**src/rtl/twl_pkg.sv**
```systemverilog
// Purpose: shared constants and types for the tag write/lock/select command block
// Assumes: 50 MHz system clock
// Notes:   command codes, error codes, flag positions and timing
package twl_pkg;
  localparam logic [7:0] CMD_WRITE_BLOCK = 8'h21;
  localparam logic [7:0] CMD_LOCK_BLOCK  = 8'h22;
  localparam logic [7:0] CMD_SELECT      = 8'h25;

  localparam logic [7:0] ERR_OTHER       = 8'h0F;
  localparam logic [7:0] ERR_ADDR_NA     = 8'h10;
  localparam logic [7:0] ERR_ALREADY_LCK = 8'h11;
  localparam logic [7:0] ERR_LOCKED      = 8'h12;
  localparam logic [7:0] ERR_NOT_PROG    = 8'h13;
  localparam logic [7:0] ERR_NOT_LOCKED  = 8'h14;

  // request flag bit positions
  localparam int FLG_SELECT  = 4;
  localparam int FLG_ADDRESS = 5;
  // response flag: error indicator
  localparam logic [7:0] RSP_FLAGS_OK  = 8'h00;
  localparam logic [7:0] RSP_FLAGS_ERR = 8'h01;

  localparam int  CLK_HZ          = 50_000_000;
  localparam int  CLK_PERIOD_NS   = 1_000_000_000 / CLK_HZ;
  // programming cycle: nominal response delay plus 18 periods of 302 us
  localparam int  PROG_PERIODS    = 18;
  localparam int  PROG_PERIOD_US  = 302;
  localparam int  PROG_EXTRA_CYC  = (PROG_PERIODS * PROG_PERIOD_US * 1000) / CLK_PERIOD_NS;
  // nominal response delay, in ns
  localparam int  RESP_DELAY_NS   = 320_900;
  localparam int  RESP_DELAY_CYC  = (RESP_DELAY_NS + CLK_PERIOD_NS - 1) / CLK_PERIOD_NS;

  localparam int  TIMER_W         = 20;

  typedef enum logic [1:0] {
    TWL_READY,
    TWL_SELECTED,
    TWL_QUIET
  } twl_tag_state_e;
endpackage

```
**src/rtl/twl_mem_if.sv**
```systemverilog
// Purpose: memory write/lock port between the command block and its memory side
// Assumes: single clock domain
// Notes:   request held until done pulses
`timescale 1ns/100ps
`default_nettype none
interface twl_mem_if;
  logic        start;      // one-cycle start pulse
  logic        is_lock;    // lock rather than write
  logic [7:0]  block;      // block number
  logic [31:0] data;       // data to program
  logic        done;       // one-cycle completion pulse
  logic        ok;         // operation verified

  modport ctrl (output start, output is_lock, output block, output data, input done, input ok);
  modport exec (input start, input is_lock, input block, input data, output done, output ok);
endinterface
`default_nettype wire

```
**src/rtl/twl_delay_timer.sv**
```systemverilog
// Purpose: counts a response delay or a programming cycle in clock cycles
// Assumes: load pulses only when idle
// Notes:   expired is a one-cycle pulse
`timescale 1ns/100ps
`default_nettype none
module twl_delay_timer #(
  parameter int TIMER_W = twl_pkg::TIMER_W
) (
  input  wire logic               clk,      // system clock
  input  wire logic               sys_rst,  // sync reset, active high
  input  wire logic               load,     // start counting
  input  wire logic [TIMER_W-1:0] count,    // cycles to wait
  output logic                    busy,     // counting
  output logic                    expired   // pulse at end
);
  logic [TIMER_W-1:0] cnt_reg;

  // down counter, expiry pulse at one
  always_ff @(posedge clk) begin
    if (sys_rst) begin
      cnt_reg <= '0;
      expired <= 1'b0;
    end else if (load) begin
      cnt_reg <= count;
      expired <= 1'b0;
    end else begin
      expired <= (cnt_reg == TIMER_W'(1));
      if (cnt_reg != '0) begin
        cnt_reg <= cnt_reg - TIMER_W'(1);
      end
    end
  end

  assign busy = (cnt_reg != '0);

  // expiry follows exactly one cycle after the count reaches one
  property p_expire;
    @(posedge clk) disable iff (sys_rst)
      (busy && cnt_reg == TIMER_W'(1) && !load) |=> expired;
  endproperty
  a_expire: assert property (p_expire) else $error("timer did not expire");
endmodule
`default_nettype wire

```
**src/rtl/twl_cmd_ctrl.sv**
```systemverilog
// Purpose: write-block, lock-block and select command handling for a vicinity tag
// Assumes: decoded request fields arrive with a one-cycle valid and a CRC verdict
// Notes:   memory array access is external; this block sequences and answers
`timescale 1ns/100ps
`default_nettype none
// What this block does
// RULE_01 - A write request carries flags, code 21h, optional serial id, block number and 32 data bits, which get stored.
// RULE_02 - The reader must not modulate while the tag programs or locks memory.
// RULE_03 - Programming lasts the nominal response delay plus 18 periods of 302 us and completes before the answer.
// RULE_04 - A good write is answered after programming with response flags only.
// RULE_05 - A failed write sets the error flag with code 10h, 12h or 13h.
// RULE_06 - A lock request carries flags, code 22h, optional serial id and block number, and locks the block.
// RULE_07 - A good lock is answered with response flags only.
// RULE_08 - A failed lock sets the error flag with code 10h, 11h or 14h.
// RULE_09 - A select request carries flags, code 25h and a mandatory serial id.
// RULE_10 - A matching select enters or keeps the Selected state and answers.
// RULE_11 - A non-matching select drops a selected tag to Ready with no answer.
// RULE_12 - A select error is reported with code 0Fh only when the serial id matched; the code never reports a select error.
// RULE_13 - A quiet tag that is selected goes to the Selected state.
// RULE_14 - Addressed mode is select flag 0 and address flag 1, and then the serial id is compared.
// RULE_15 - A write or lock failing before programming answers after the normal response delay only.
// RULE_16 - Requests with bad CRC or a mismatched id in addressed mode are dropped without memory action.
module twl_cmd_ctrl #(
  parameter int          BLOCK_COUNT = 64,                 // available blocks
  parameter logic [63:0] OWN_ID      = 64'h0123456789ABCDEF, // arbitrary value
  parameter int          RESP_CYC    = twl_pkg::RESP_DELAY_CYC,
  parameter int          PROG_CYC    = twl_pkg::PROG_EXTRA_CYC
) (
  input  wire logic        clk,           // system clock
  input  wire logic        sys_rst,       // sync reset, active high
  input  wire logic        req_valid,     // decoded request pulse
  input  wire logic        req_crc_ok,    // crc check passed
  input  wire logic [7:0]  req_flags,     // request flags
  input  wire logic [7:0]  req_cmd,       // command code
  input  wire logic        req_id_valid,  // serial id field present
  input  wire logic [63:0] req_serial_id, // tag_serial_id field
  input  wire logic [7:0]  req_block,     // block number
  input  wire logic [31:0] req_data,      // block data
  input  wire logic        blk_locked,    // addressed block lock status
  input  wire logic        quiet_in,      // quiet entered by other logic
  output logic             busy,          // command in progress
  output logic             prog_active,   // programming, no modulation
  output logic             rsp_valid,     // response frame pulse
  output logic [7:0]       rsp_flags,     // response flags
  output logic             rsp_has_code,  // error code present
  output logic [7:0]       rsp_code,      // error code
  output logic [1:0]       tag_state,     // current tag state
  output logic             mem_start,     // memory operation start
  output logic             mem_is_lock,   // lock versus write
  output logic [7:0]       mem_block,     // block number
  output logic [31:0]      mem_data,      // data to write
  input  wire logic        mem_done,      // memory operation done
  input  wire logic        mem_ok         // memory verify result
);
  typedef enum logic [2:0] {
    TWL_IDLE,
    TWL_PROG,
    TWL_WAIT,
    TWL_ANSWER
  } twl_seq_e;

  twl_seq_e                   seq_reg;
  twl_pkg::twl_tag_state_e    tag_reg;
  logic [7:0]                 code_reg;
  logic                       err_reg;
  logic                       is_lock_reg;
  logic                       prog_done_reg;
  logic                       wait_prog_reg;
  logic                       tmr_load;
  logic [twl_pkg::TIMER_W-1:0] tmr_count;
  logic                       tmr_busy;
  logic                       tmr_expired;
  logic                       addressed;
  logic                       id_match;
  logic                       accept;
  logic                       blk_ok;
  logic                       is_wr;
  logic                       is_lk;
  logic                       is_sel;
  logic                       pre_fail;
  logic [7:0]                 pre_code;

  twl_mem_if mif ();

  // request qualification
  assign addressed = !req_flags[twl_pkg::FLG_SELECT] && req_flags[twl_pkg::FLG_ADDRESS]; // RULE_14
  assign id_match  = req_id_valid && (req_serial_id == OWN_ID);                             // RULE_14
  assign accept    = req_valid && req_crc_ok && (seq_reg == TWL_IDLE)
                     && (!addressed || id_match);                                           // RULE_16
  assign is_wr     = (req_cmd == twl_pkg::CMD_WRITE_BLOCK);                                 // RULE_01
  assign is_lk     = (req_cmd == twl_pkg::CMD_LOCK_BLOCK);                                  // RULE_06
  assign is_sel    = (req_cmd == twl_pkg::CMD_SELECT);                                      // RULE_09
  assign blk_ok    = ({24'h000000, req_block} < 32'(BLOCK_COUNT));

  // pre-programming error checks
  always_comb begin
    pre_fail = 1'b0;
    pre_code = twl_pkg::ERR_OTHER;
    if (!blk_ok) begin
      pre_fail = 1'b1;
      pre_code = twl_pkg::ERR_ADDR_NA;                                    // RULE_05
    end else if (blk_locked) begin
      pre_fail = 1'b1;
      pre_code = is_lk ? twl_pkg::ERR_ALREADY_LCK : twl_pkg::ERR_LOCKED; // RULE_08
    end
  end

  // timer loads: response delay or programming cycle
  always_comb begin
    tmr_load  = 1'b0;
    tmr_count = twl_pkg::TIMER_W'(RESP_CYC);
    if (accept && (is_wr || is_lk) && pre_fail) begin
      tmr_load = 1'b1;                                   // RULE_15
    end else if (accept && is_sel && id_match) begin
      tmr_load = 1'b1;
    end else if (seq_reg == TWL_PROG && prog_done_reg) begin
      tmr_load  = 1'b1;
      tmr_count = twl_pkg::TIMER_W'(RESP_CYC + PROG_CYC); // RULE_03
    end
  end

  twl_delay_timer #(
    .TIMER_W (twl_pkg::TIMER_W)
  ) u_timer (
    .clk     (clk),
    .sys_rst (sys_rst),
    .load    (tmr_load),
    .count   (tmr_count),
    .busy    (tmr_busy),
    .expired (tmr_expired)
  );

  // sequencer
  always_ff @(posedge clk) begin
    if (sys_rst) begin
      seq_reg <= TWL_IDLE;
    end else begin
      unique case (seq_reg)
        TWL_IDLE: begin
          if (accept && (is_wr || is_lk) && !pre_fail) begin
            seq_reg <= TWL_PROG;                      // RULE_01
          end else if (tmr_load) begin
            seq_reg <= TWL_WAIT;
          end
        end
        TWL_PROG: begin
          if (prog_done_reg) begin
            seq_reg <= TWL_WAIT;                      // RULE_04
          end
        end
        TWL_WAIT: begin
          if (tmr_expired) begin
            seq_reg <= TWL_ANSWER;
          end
        end
        TWL_ANSWER: seq_reg <= TWL_IDLE;
        default:    seq_reg <= TWL_IDLE;
      endcase
    end
  end

  // error code and command kind capture
  always_ff @(posedge clk) begin
    if (sys_rst) begin
      err_reg     <= 1'b0;
      code_reg    <= twl_pkg::ERR_OTHER;
      is_lock_reg <= 1'b0;
    end else if (accept && (is_wr || is_lk)) begin
      err_reg     <= pre_fail;
      code_reg    <= pre_code;
      is_lock_reg <= is_lk;
    end else if (accept && is_sel && id_match) begin
      err_reg     <= 1'b0;                            // RULE_12
      code_reg    <= twl_pkg::ERR_OTHER;
    end else if (seq_reg == TWL_PROG && mif.done && !mif.ok) begin
      err_reg     <= 1'b1;
      code_reg    <= is_lock_reg ? twl_pkg::ERR_NOT_LOCKED : twl_pkg::ERR_NOT_PROG; // RULE_08
    end
  end

  // memory completion latch
  always_ff @(posedge clk) begin
    if (sys_rst) begin
      prog_done_reg <= 1'b0;
    end else begin
      prog_done_reg <= (seq_reg == TWL_PROG) && mif.done && !prog_done_reg;
    end
  end

  // marks a wait that follows a memory operation, not a plain response delay
  always_ff @(posedge clk) begin
    if (sys_rst) begin
      wait_prog_reg <= 1'b0;
    end else if (seq_reg == TWL_PROG) begin
      wait_prog_reg <= 1'b1;
    end else if (seq_reg == TWL_IDLE) begin
      wait_prog_reg <= 1'b0;
    end
  end

  // memory port drive
  always_ff @(posedge clk) begin
    if (sys_rst) begin
      mif.start   <= 1'b0;
      mif.is_lock <= 1'b0;
      mif.block   <= 8'h00;
      mif.data    <= 32'h00000000;
    end else begin
      mif.start <= accept && (is_wr || is_lk) && !pre_fail; // RULE_16
      if (accept) begin
        mif.is_lock <= is_lk;                                // RULE_06
        mif.block   <= req_block;
        mif.data    <= req_data;                             // RULE_01
      end
    end
  end

  assign mif.done    = mem_done;
  assign mif.ok      = mem_ok;
  assign mem_start   = mif.start;
  assign mem_is_lock = mif.is_lock;
  assign mem_block   = mif.block;
  assign mem_data    = mif.data;

  // tag state transitions on select and on quiet_in
  always_ff @(posedge clk) begin
    if (sys_rst) begin
      tag_reg <= twl_pkg::TWL_READY;
    end else if (req_valid && req_crc_ok && is_sel && seq_reg == TWL_IDLE) begin
      if (id_match) begin
        tag_reg <= twl_pkg::TWL_SELECTED;             // RULE_10 RULE_13
      end else if (tag_reg == twl_pkg::TWL_SELECTED) begin
        tag_reg <= twl_pkg::TWL_READY;                // RULE_11
      end
    end else if (quiet_in) begin
      tag_reg <= twl_pkg::TWL_QUIET;
    end
  end

  // response frame
  always_ff @(posedge clk) begin
    if (sys_rst) begin
      rsp_valid    <= 1'b0;
      rsp_flags    <= twl_pkg::RSP_FLAGS_OK;
      rsp_has_code <= 1'b0;
      rsp_code     <= 8'h00;
    end else begin
      rsp_valid <= (seq_reg == TWL_WAIT) && tmr_expired;            // RULE_04 RULE_07
      if ((seq_reg == TWL_WAIT) && tmr_expired) begin
        rsp_flags    <= err_reg ? twl_pkg::RSP_FLAGS_ERR : twl_pkg::RSP_FLAGS_OK; // RULE_05
        rsp_has_code <= err_reg;
        rsp_code     <= err_reg ? code_reg : 8'h00;
      end
    end
  end

  assign busy        = (seq_reg != TWL_IDLE);
  assign prog_active = (seq_reg == TWL_PROG) || ((seq_reg == TWL_WAIT) && wait_prog_reg && tmr_busy); // RULE_02
  assign tag_state   = tag_reg;

  // a request with bad CRC never starts the memory
  property p_no_mem_on_bad;
    @(posedge clk) disable iff (sys_rst)
      (req_valid && !req_crc_ok) |=> !mem_start;
  endproperty
  a_no_mem_on_bad: assert property (p_no_mem_on_bad) else $error("memory started on bad request"); // RULE_16

  // mismatched select from selected state gives ready
  property p_sel_miss;
    @(posedge clk) disable iff (sys_rst)
      (req_valid && req_crc_ok && is_sel && !id_match && seq_reg == TWL_IDLE
       && tag_reg == twl_pkg::TWL_SELECTED) |=> (tag_reg == twl_pkg::TWL_READY);
  endproperty
  a_sel_miss: assert property (p_sel_miss) else $error("select miss kept selected"); // RULE_11

  // matching select enters selected
  property p_sel_hit;
    @(posedge clk) disable iff (sys_rst)
      (req_valid && req_crc_ok && is_sel && id_match && seq_reg == TWL_IDLE)
      |=> (tag_reg == twl_pkg::TWL_SELECTED);
  endproperty
  a_sel_hit: assert property (p_sel_hit) else $error("select hit not selected"); // RULE_10

  // no answer while programming
  property p_quiet_prog;
    @(posedge clk) disable iff (sys_rst)
      (seq_reg == TWL_PROG) |-> !rsp_valid;
  endproperty
  a_quiet_prog: assert property (p_quiet_prog) else $error("answer during programming"); // RULE_04

  // answers with an error code always carry the error flag
  property p_err_frame;
    @(posedge clk) disable iff (sys_rst)
      (rsp_valid && rsp_has_code) |-> (rsp_flags == twl_pkg::RSP_FLAGS_ERR);
  endproperty
  a_err_frame: assert property (p_err_frame) else $error("error code without error flag"); // RULE_05

  // out of range block on a write request answers 10h
  property p_addr_na;
    @(posedge clk) disable iff (sys_rst)
      (accept && is_wr && !blk_ok) |=> (code_reg == twl_pkg::ERR_ADDR_NA && err_reg);
  endproperty
  a_addr_na: assert property (p_addr_na) else $error("bad block code wrong"); // RULE_05

  // locked block on lock request answers 11h
  property p_relock;
    @(posedge clk) disable iff (sys_rst)
      (accept && is_lk && blk_ok && blk_locked) |=> (code_reg == twl_pkg::ERR_ALREADY_LCK);
  endproperty
  a_relock: assert property (p_relock) else $error("relock code wrong"); // RULE_08

  // good write starts memory next cycle
  property p_wr_start;
    @(posedge clk) disable iff (sys_rst)
      (accept && is_wr && !pre_fail) |=> (mem_start && !mem_is_lock);
  endproperty
  a_wr_start: assert property (p_wr_start) else $error("write did not start"); // RULE_01
endmodule
`default_nettype wire

```
**config.mk**
```make
export PLATFORM = sky130hd
export DESIGN_NAME = twl_cmd_ctrl
export DESIGN_NICKNAME = d
export VERILOG_FILES = /design/src/rtl/twl_pkg.sv /design/src/rtl/twl_mem_if.sv /design/src/rtl/twl_delay_timer.sv /design/src/rtl/twl_cmd_ctrl.sv
export SDC_FILE = /design/constraint.sdc
export NUM_CORES = 1
export LEC_CHECK = 0
export BUFFER_PORTS_ARGS = -buffer_cell sky130_fd_sc_hd__clkbuf_2
export CORE_ASPECT_RATIO = 2
export CORE_MARGIN = 1
export CORE_UTILIZATION = 45
export DETAILED_ROUTE_END_ITERATION = 8
export PLACE_DENSITY = 0.83
export SYNTH_ARGS = -nofsm -noshare
export SYNTH_HDL_FRONTEND = slang
export SYNTH_SLANG_ARGS = --single-unit
```
**constraint.sdc**
```tcl
create_clock -name clk -period 7.6 [get_ports clk]
set_clock_uncertainty 0.05 [all_clocks]
set_input_delay 0.76 -clock clk [delete_from_list [all_inputs] [get_ports clk]]
set_output_delay 0.76 -clock clk [all_outputs]
set_load 0.005 [all_outputs]
```
==> flow_summary.ini <==
[critical_path]
critPathKind = reg2out
crit_chain = or4_1 > nor4_1 > nand2_1 > nand3_1 > nand2_1 > clkbuf_2
ff2ff_setup_slack_ns = 4.38
cp.required_ns = 6.79
crit_fanout = 12
startpoint_type = flop
r2r-end = u_timer.cnt_reg[5]
r2r_start = u_timer.cnt_reg[8]
max_stage_delay_ns = 0.89
arrival_ns = 3.22
crit_path_end_kind = primary output
r2r_cells = 6
cpLargestDelayFamily = simple AND/OR/NAND/NOR gates
critical_path_buf_inv_count = 1
critPathSlowestCell = nor4_1
cp_common_cell = nand2_1

[global_routing]
grt_antenna_before_repair = 1
track_usage_pct = 26.1
gr-total-overflow = 0
grt_max_degree = 77
grt_pass1_vias = 4192
grt_first_pass_wirelength_um = 18500

[final_layout]
n_fill_cell = 791
final_nets = 788
syn2layout_area_growth_pct = 29.8
multi_input_comb_area_um2 = 2160
drive_gt1_share_pct = 30.9
seqCellArea_um2 = 1660
finish.instance_area_um2 = 5220
largest_reg_flops = 32
layout.cells.non_filler = 758
n_antenna_cell = 0

[sta]
fin_crit_ns = 4.03
tightest_slew_ns = 1.21
rsz0062_at_grt = no
fin_tns_setup_ns = 0
drv_slew = 0
maxSlewHeadroom_pct = 18.8
hold_viol = 0
setup_viol = 0
fin_ws_ns = 3.57
max_clock_freq_mhz = 248
fin_crit_sh_pct = 53.1

[yosys]
syn_area_per_cell_um2 = 8.08
postSynthRegisterBits = 83
syn_area_um2 = 4020
synth_warnings = 0
yosysUniqueCellTypes = 51
ys_async_sr_fraction_pct = 0
synth.yosys.seq_area_share_pct = 41.3
ys.flop_type = dfxtp_1
synth-edff-count = 0
synthCells = 498

[routing]
num_vias = 4331
ant_nets = 0
wl_um = 11800
drc = 0
dr.pass1.iters = 5
wl_per_cell_um = 15.5
drtIter0Drc = 202
via_per_inst = 5.71

[floorplanning]
die_area_um2 = 9340
die_y_um = 136
coreArea_um2 = 8650
die_x_um = 68.8
start_util_pct = 46.5
ios = 193
rows = 48

[clock_tree]
cts.path.max_buffers = 2
clock_latency_ns = 0.34
clkTransAtPathRegs_ns = 0.06
cts_sinks = 83
numCtsBuffers = 9
cts_setup_buffers = 0
cts_tree = done
cts.repair.resized = 0
h-tree-depth = 3
clock-root-buffer = clkbuf_16
ctsHoldBuffers = 0

[worst_hold_path]
hold_end = rsp_code[4]
hp-class = reg2reg
worst_hold_startpoint = rsp_code[4]
whs_path_depth = 2

[place]
dpl-instance-area_um2 = 4890
hpwl_um = 8530
dp.cells = 742
gp_congestion = 0.842
pre_cts_ws_ns = 3.99
port_buffers = 176

[pwr]
leakagePower_nw = 2.29
irDropWorstVdd_v = 0.000181
p_per_area_nw_per_um2 = 279

[job]
cap_violations = 0

[outcome]
status = finished clean
## final cells by class
type	instances	area share, %
repair buffers	180	17.5
flip-flops and latches	83	31.8
well taps	100	2.40
multi-input cells	369	41.3
clock inverters	6	1.70
clock buffers	10	4.58
inverters	10	0.719
## power by group
group / total, W / internal, W / switching (W)
registers: 0.000550 / 0.000495 / 0.0000551
clock network: 0.000469 / 0.000296 / 0.000172
logic: 0.000437 / 0.000192 / 0.000245
## how the worst max path moves through the flow
stage | from | endpoint | slack, ns | depth (start not counted)
6_report | u_timer.cnt_reg[8] | prog_active | 3.57 | 6
5_1_grt | u_timer.cnt_reg[8] | prog_active | 3.28 | 6
4_1_cts | u_timer.cnt_reg[8] | prog_active | 3.57 | 6
3_5_place_dp | req_serial_id[11] | is_lock_reg | 3.99 | 7
3_3_place_gp | u_timer.cnt_reg[8] | prog_active | 4.06 | 6
2_1_floorplan | u_timer.cnt_reg[8] | prog_active | 4.67 | 7
## layout by cell type, fill, tap and decap left out, types with 5 or more instances in the layout
cell type  netlist  routed
clkbuf_2         0     176
dfxtp_1         83      83
a21oi_1         62      61
nand3_1         54      54
o21ai_0         48      48
nor2_1          27      27
nand2_1         27      27
nand4_1         15      15
a31oi_1         12      12
inv_1           10      10
conb_1           1      10
xor2_1           9       9
clkbuf_16        0       9
nor4_1           8       8
nor4b_1          8       8
nor3_1           7       7
xnor2_1          6       6
ha_1             6       6
or3_1            5       5
nor4bb_1         5       5
nor2b_1          5       5
## worst reg2reg max path, delay by kind of cell, from the launching register on
kind	cells	cell delay [ns]
AND/OR/NAND/NOR	4	2.39
AO/OA/AOI/OAI	1	0.09
XOR/XNOR	1	0.17
flip-flops	1	0.37
## synth_stat cells (7+ instances only)
master     n  area share, %
buf_4     11            2.1
nor2_1    27            2.5
a21oi_1   62            7.7
nor4_1     8            1.2
nand2_1   27            2.5
nor3_1     7           0.87
xor2_1     9            2.0
a31oi_1   12            1.9
clkbuf_1  29            2.7
nand4_1   15            2.3
nand3_1   54            6.7
o21ai_0   48            6.0
dfxtp_1   83             41
nor4b_1    8            1.7
inv_1     10           0.93
## layer usage
metal	track usage (%)	routed length (µm)	vias up
li1	-	-	2116
met1	27.6	4410	2040
met2	44.3	6160	146
met3	8.42	804	29
met4	13.0	409	0
met5	0	0	-
## through the flow
stage | utilization [%] | power [W] | hold slack [ns]
floorplan | - | 0.000872 | 0.396
global placement | 56.6 | 0.000965 | 0.390
detailed placement | 56.6 | 0.000985 | 0.398
CTS | 60.3 | 0.00146 | 0.404
global route | 60.3 | 0.00154 | 0.430
finish | 60.3 | 0.00146 | 0.401
## cells by family (layout without fill, tap and decap cells)
group	count (synthesis)	in the layout	share of synthesized area, %
flops	83	83	41.3
fa+ha+maj	6	6	1.87
mux	2	2	0.498
simple gates	187	187	25.7
buf+inv	55	206	6.28
other cells	1	10	0.0933
xor+xnor	15	15	3.27
compound gates	149	149	21.0
Note: power is estimated with default switching activity, not from simulation.
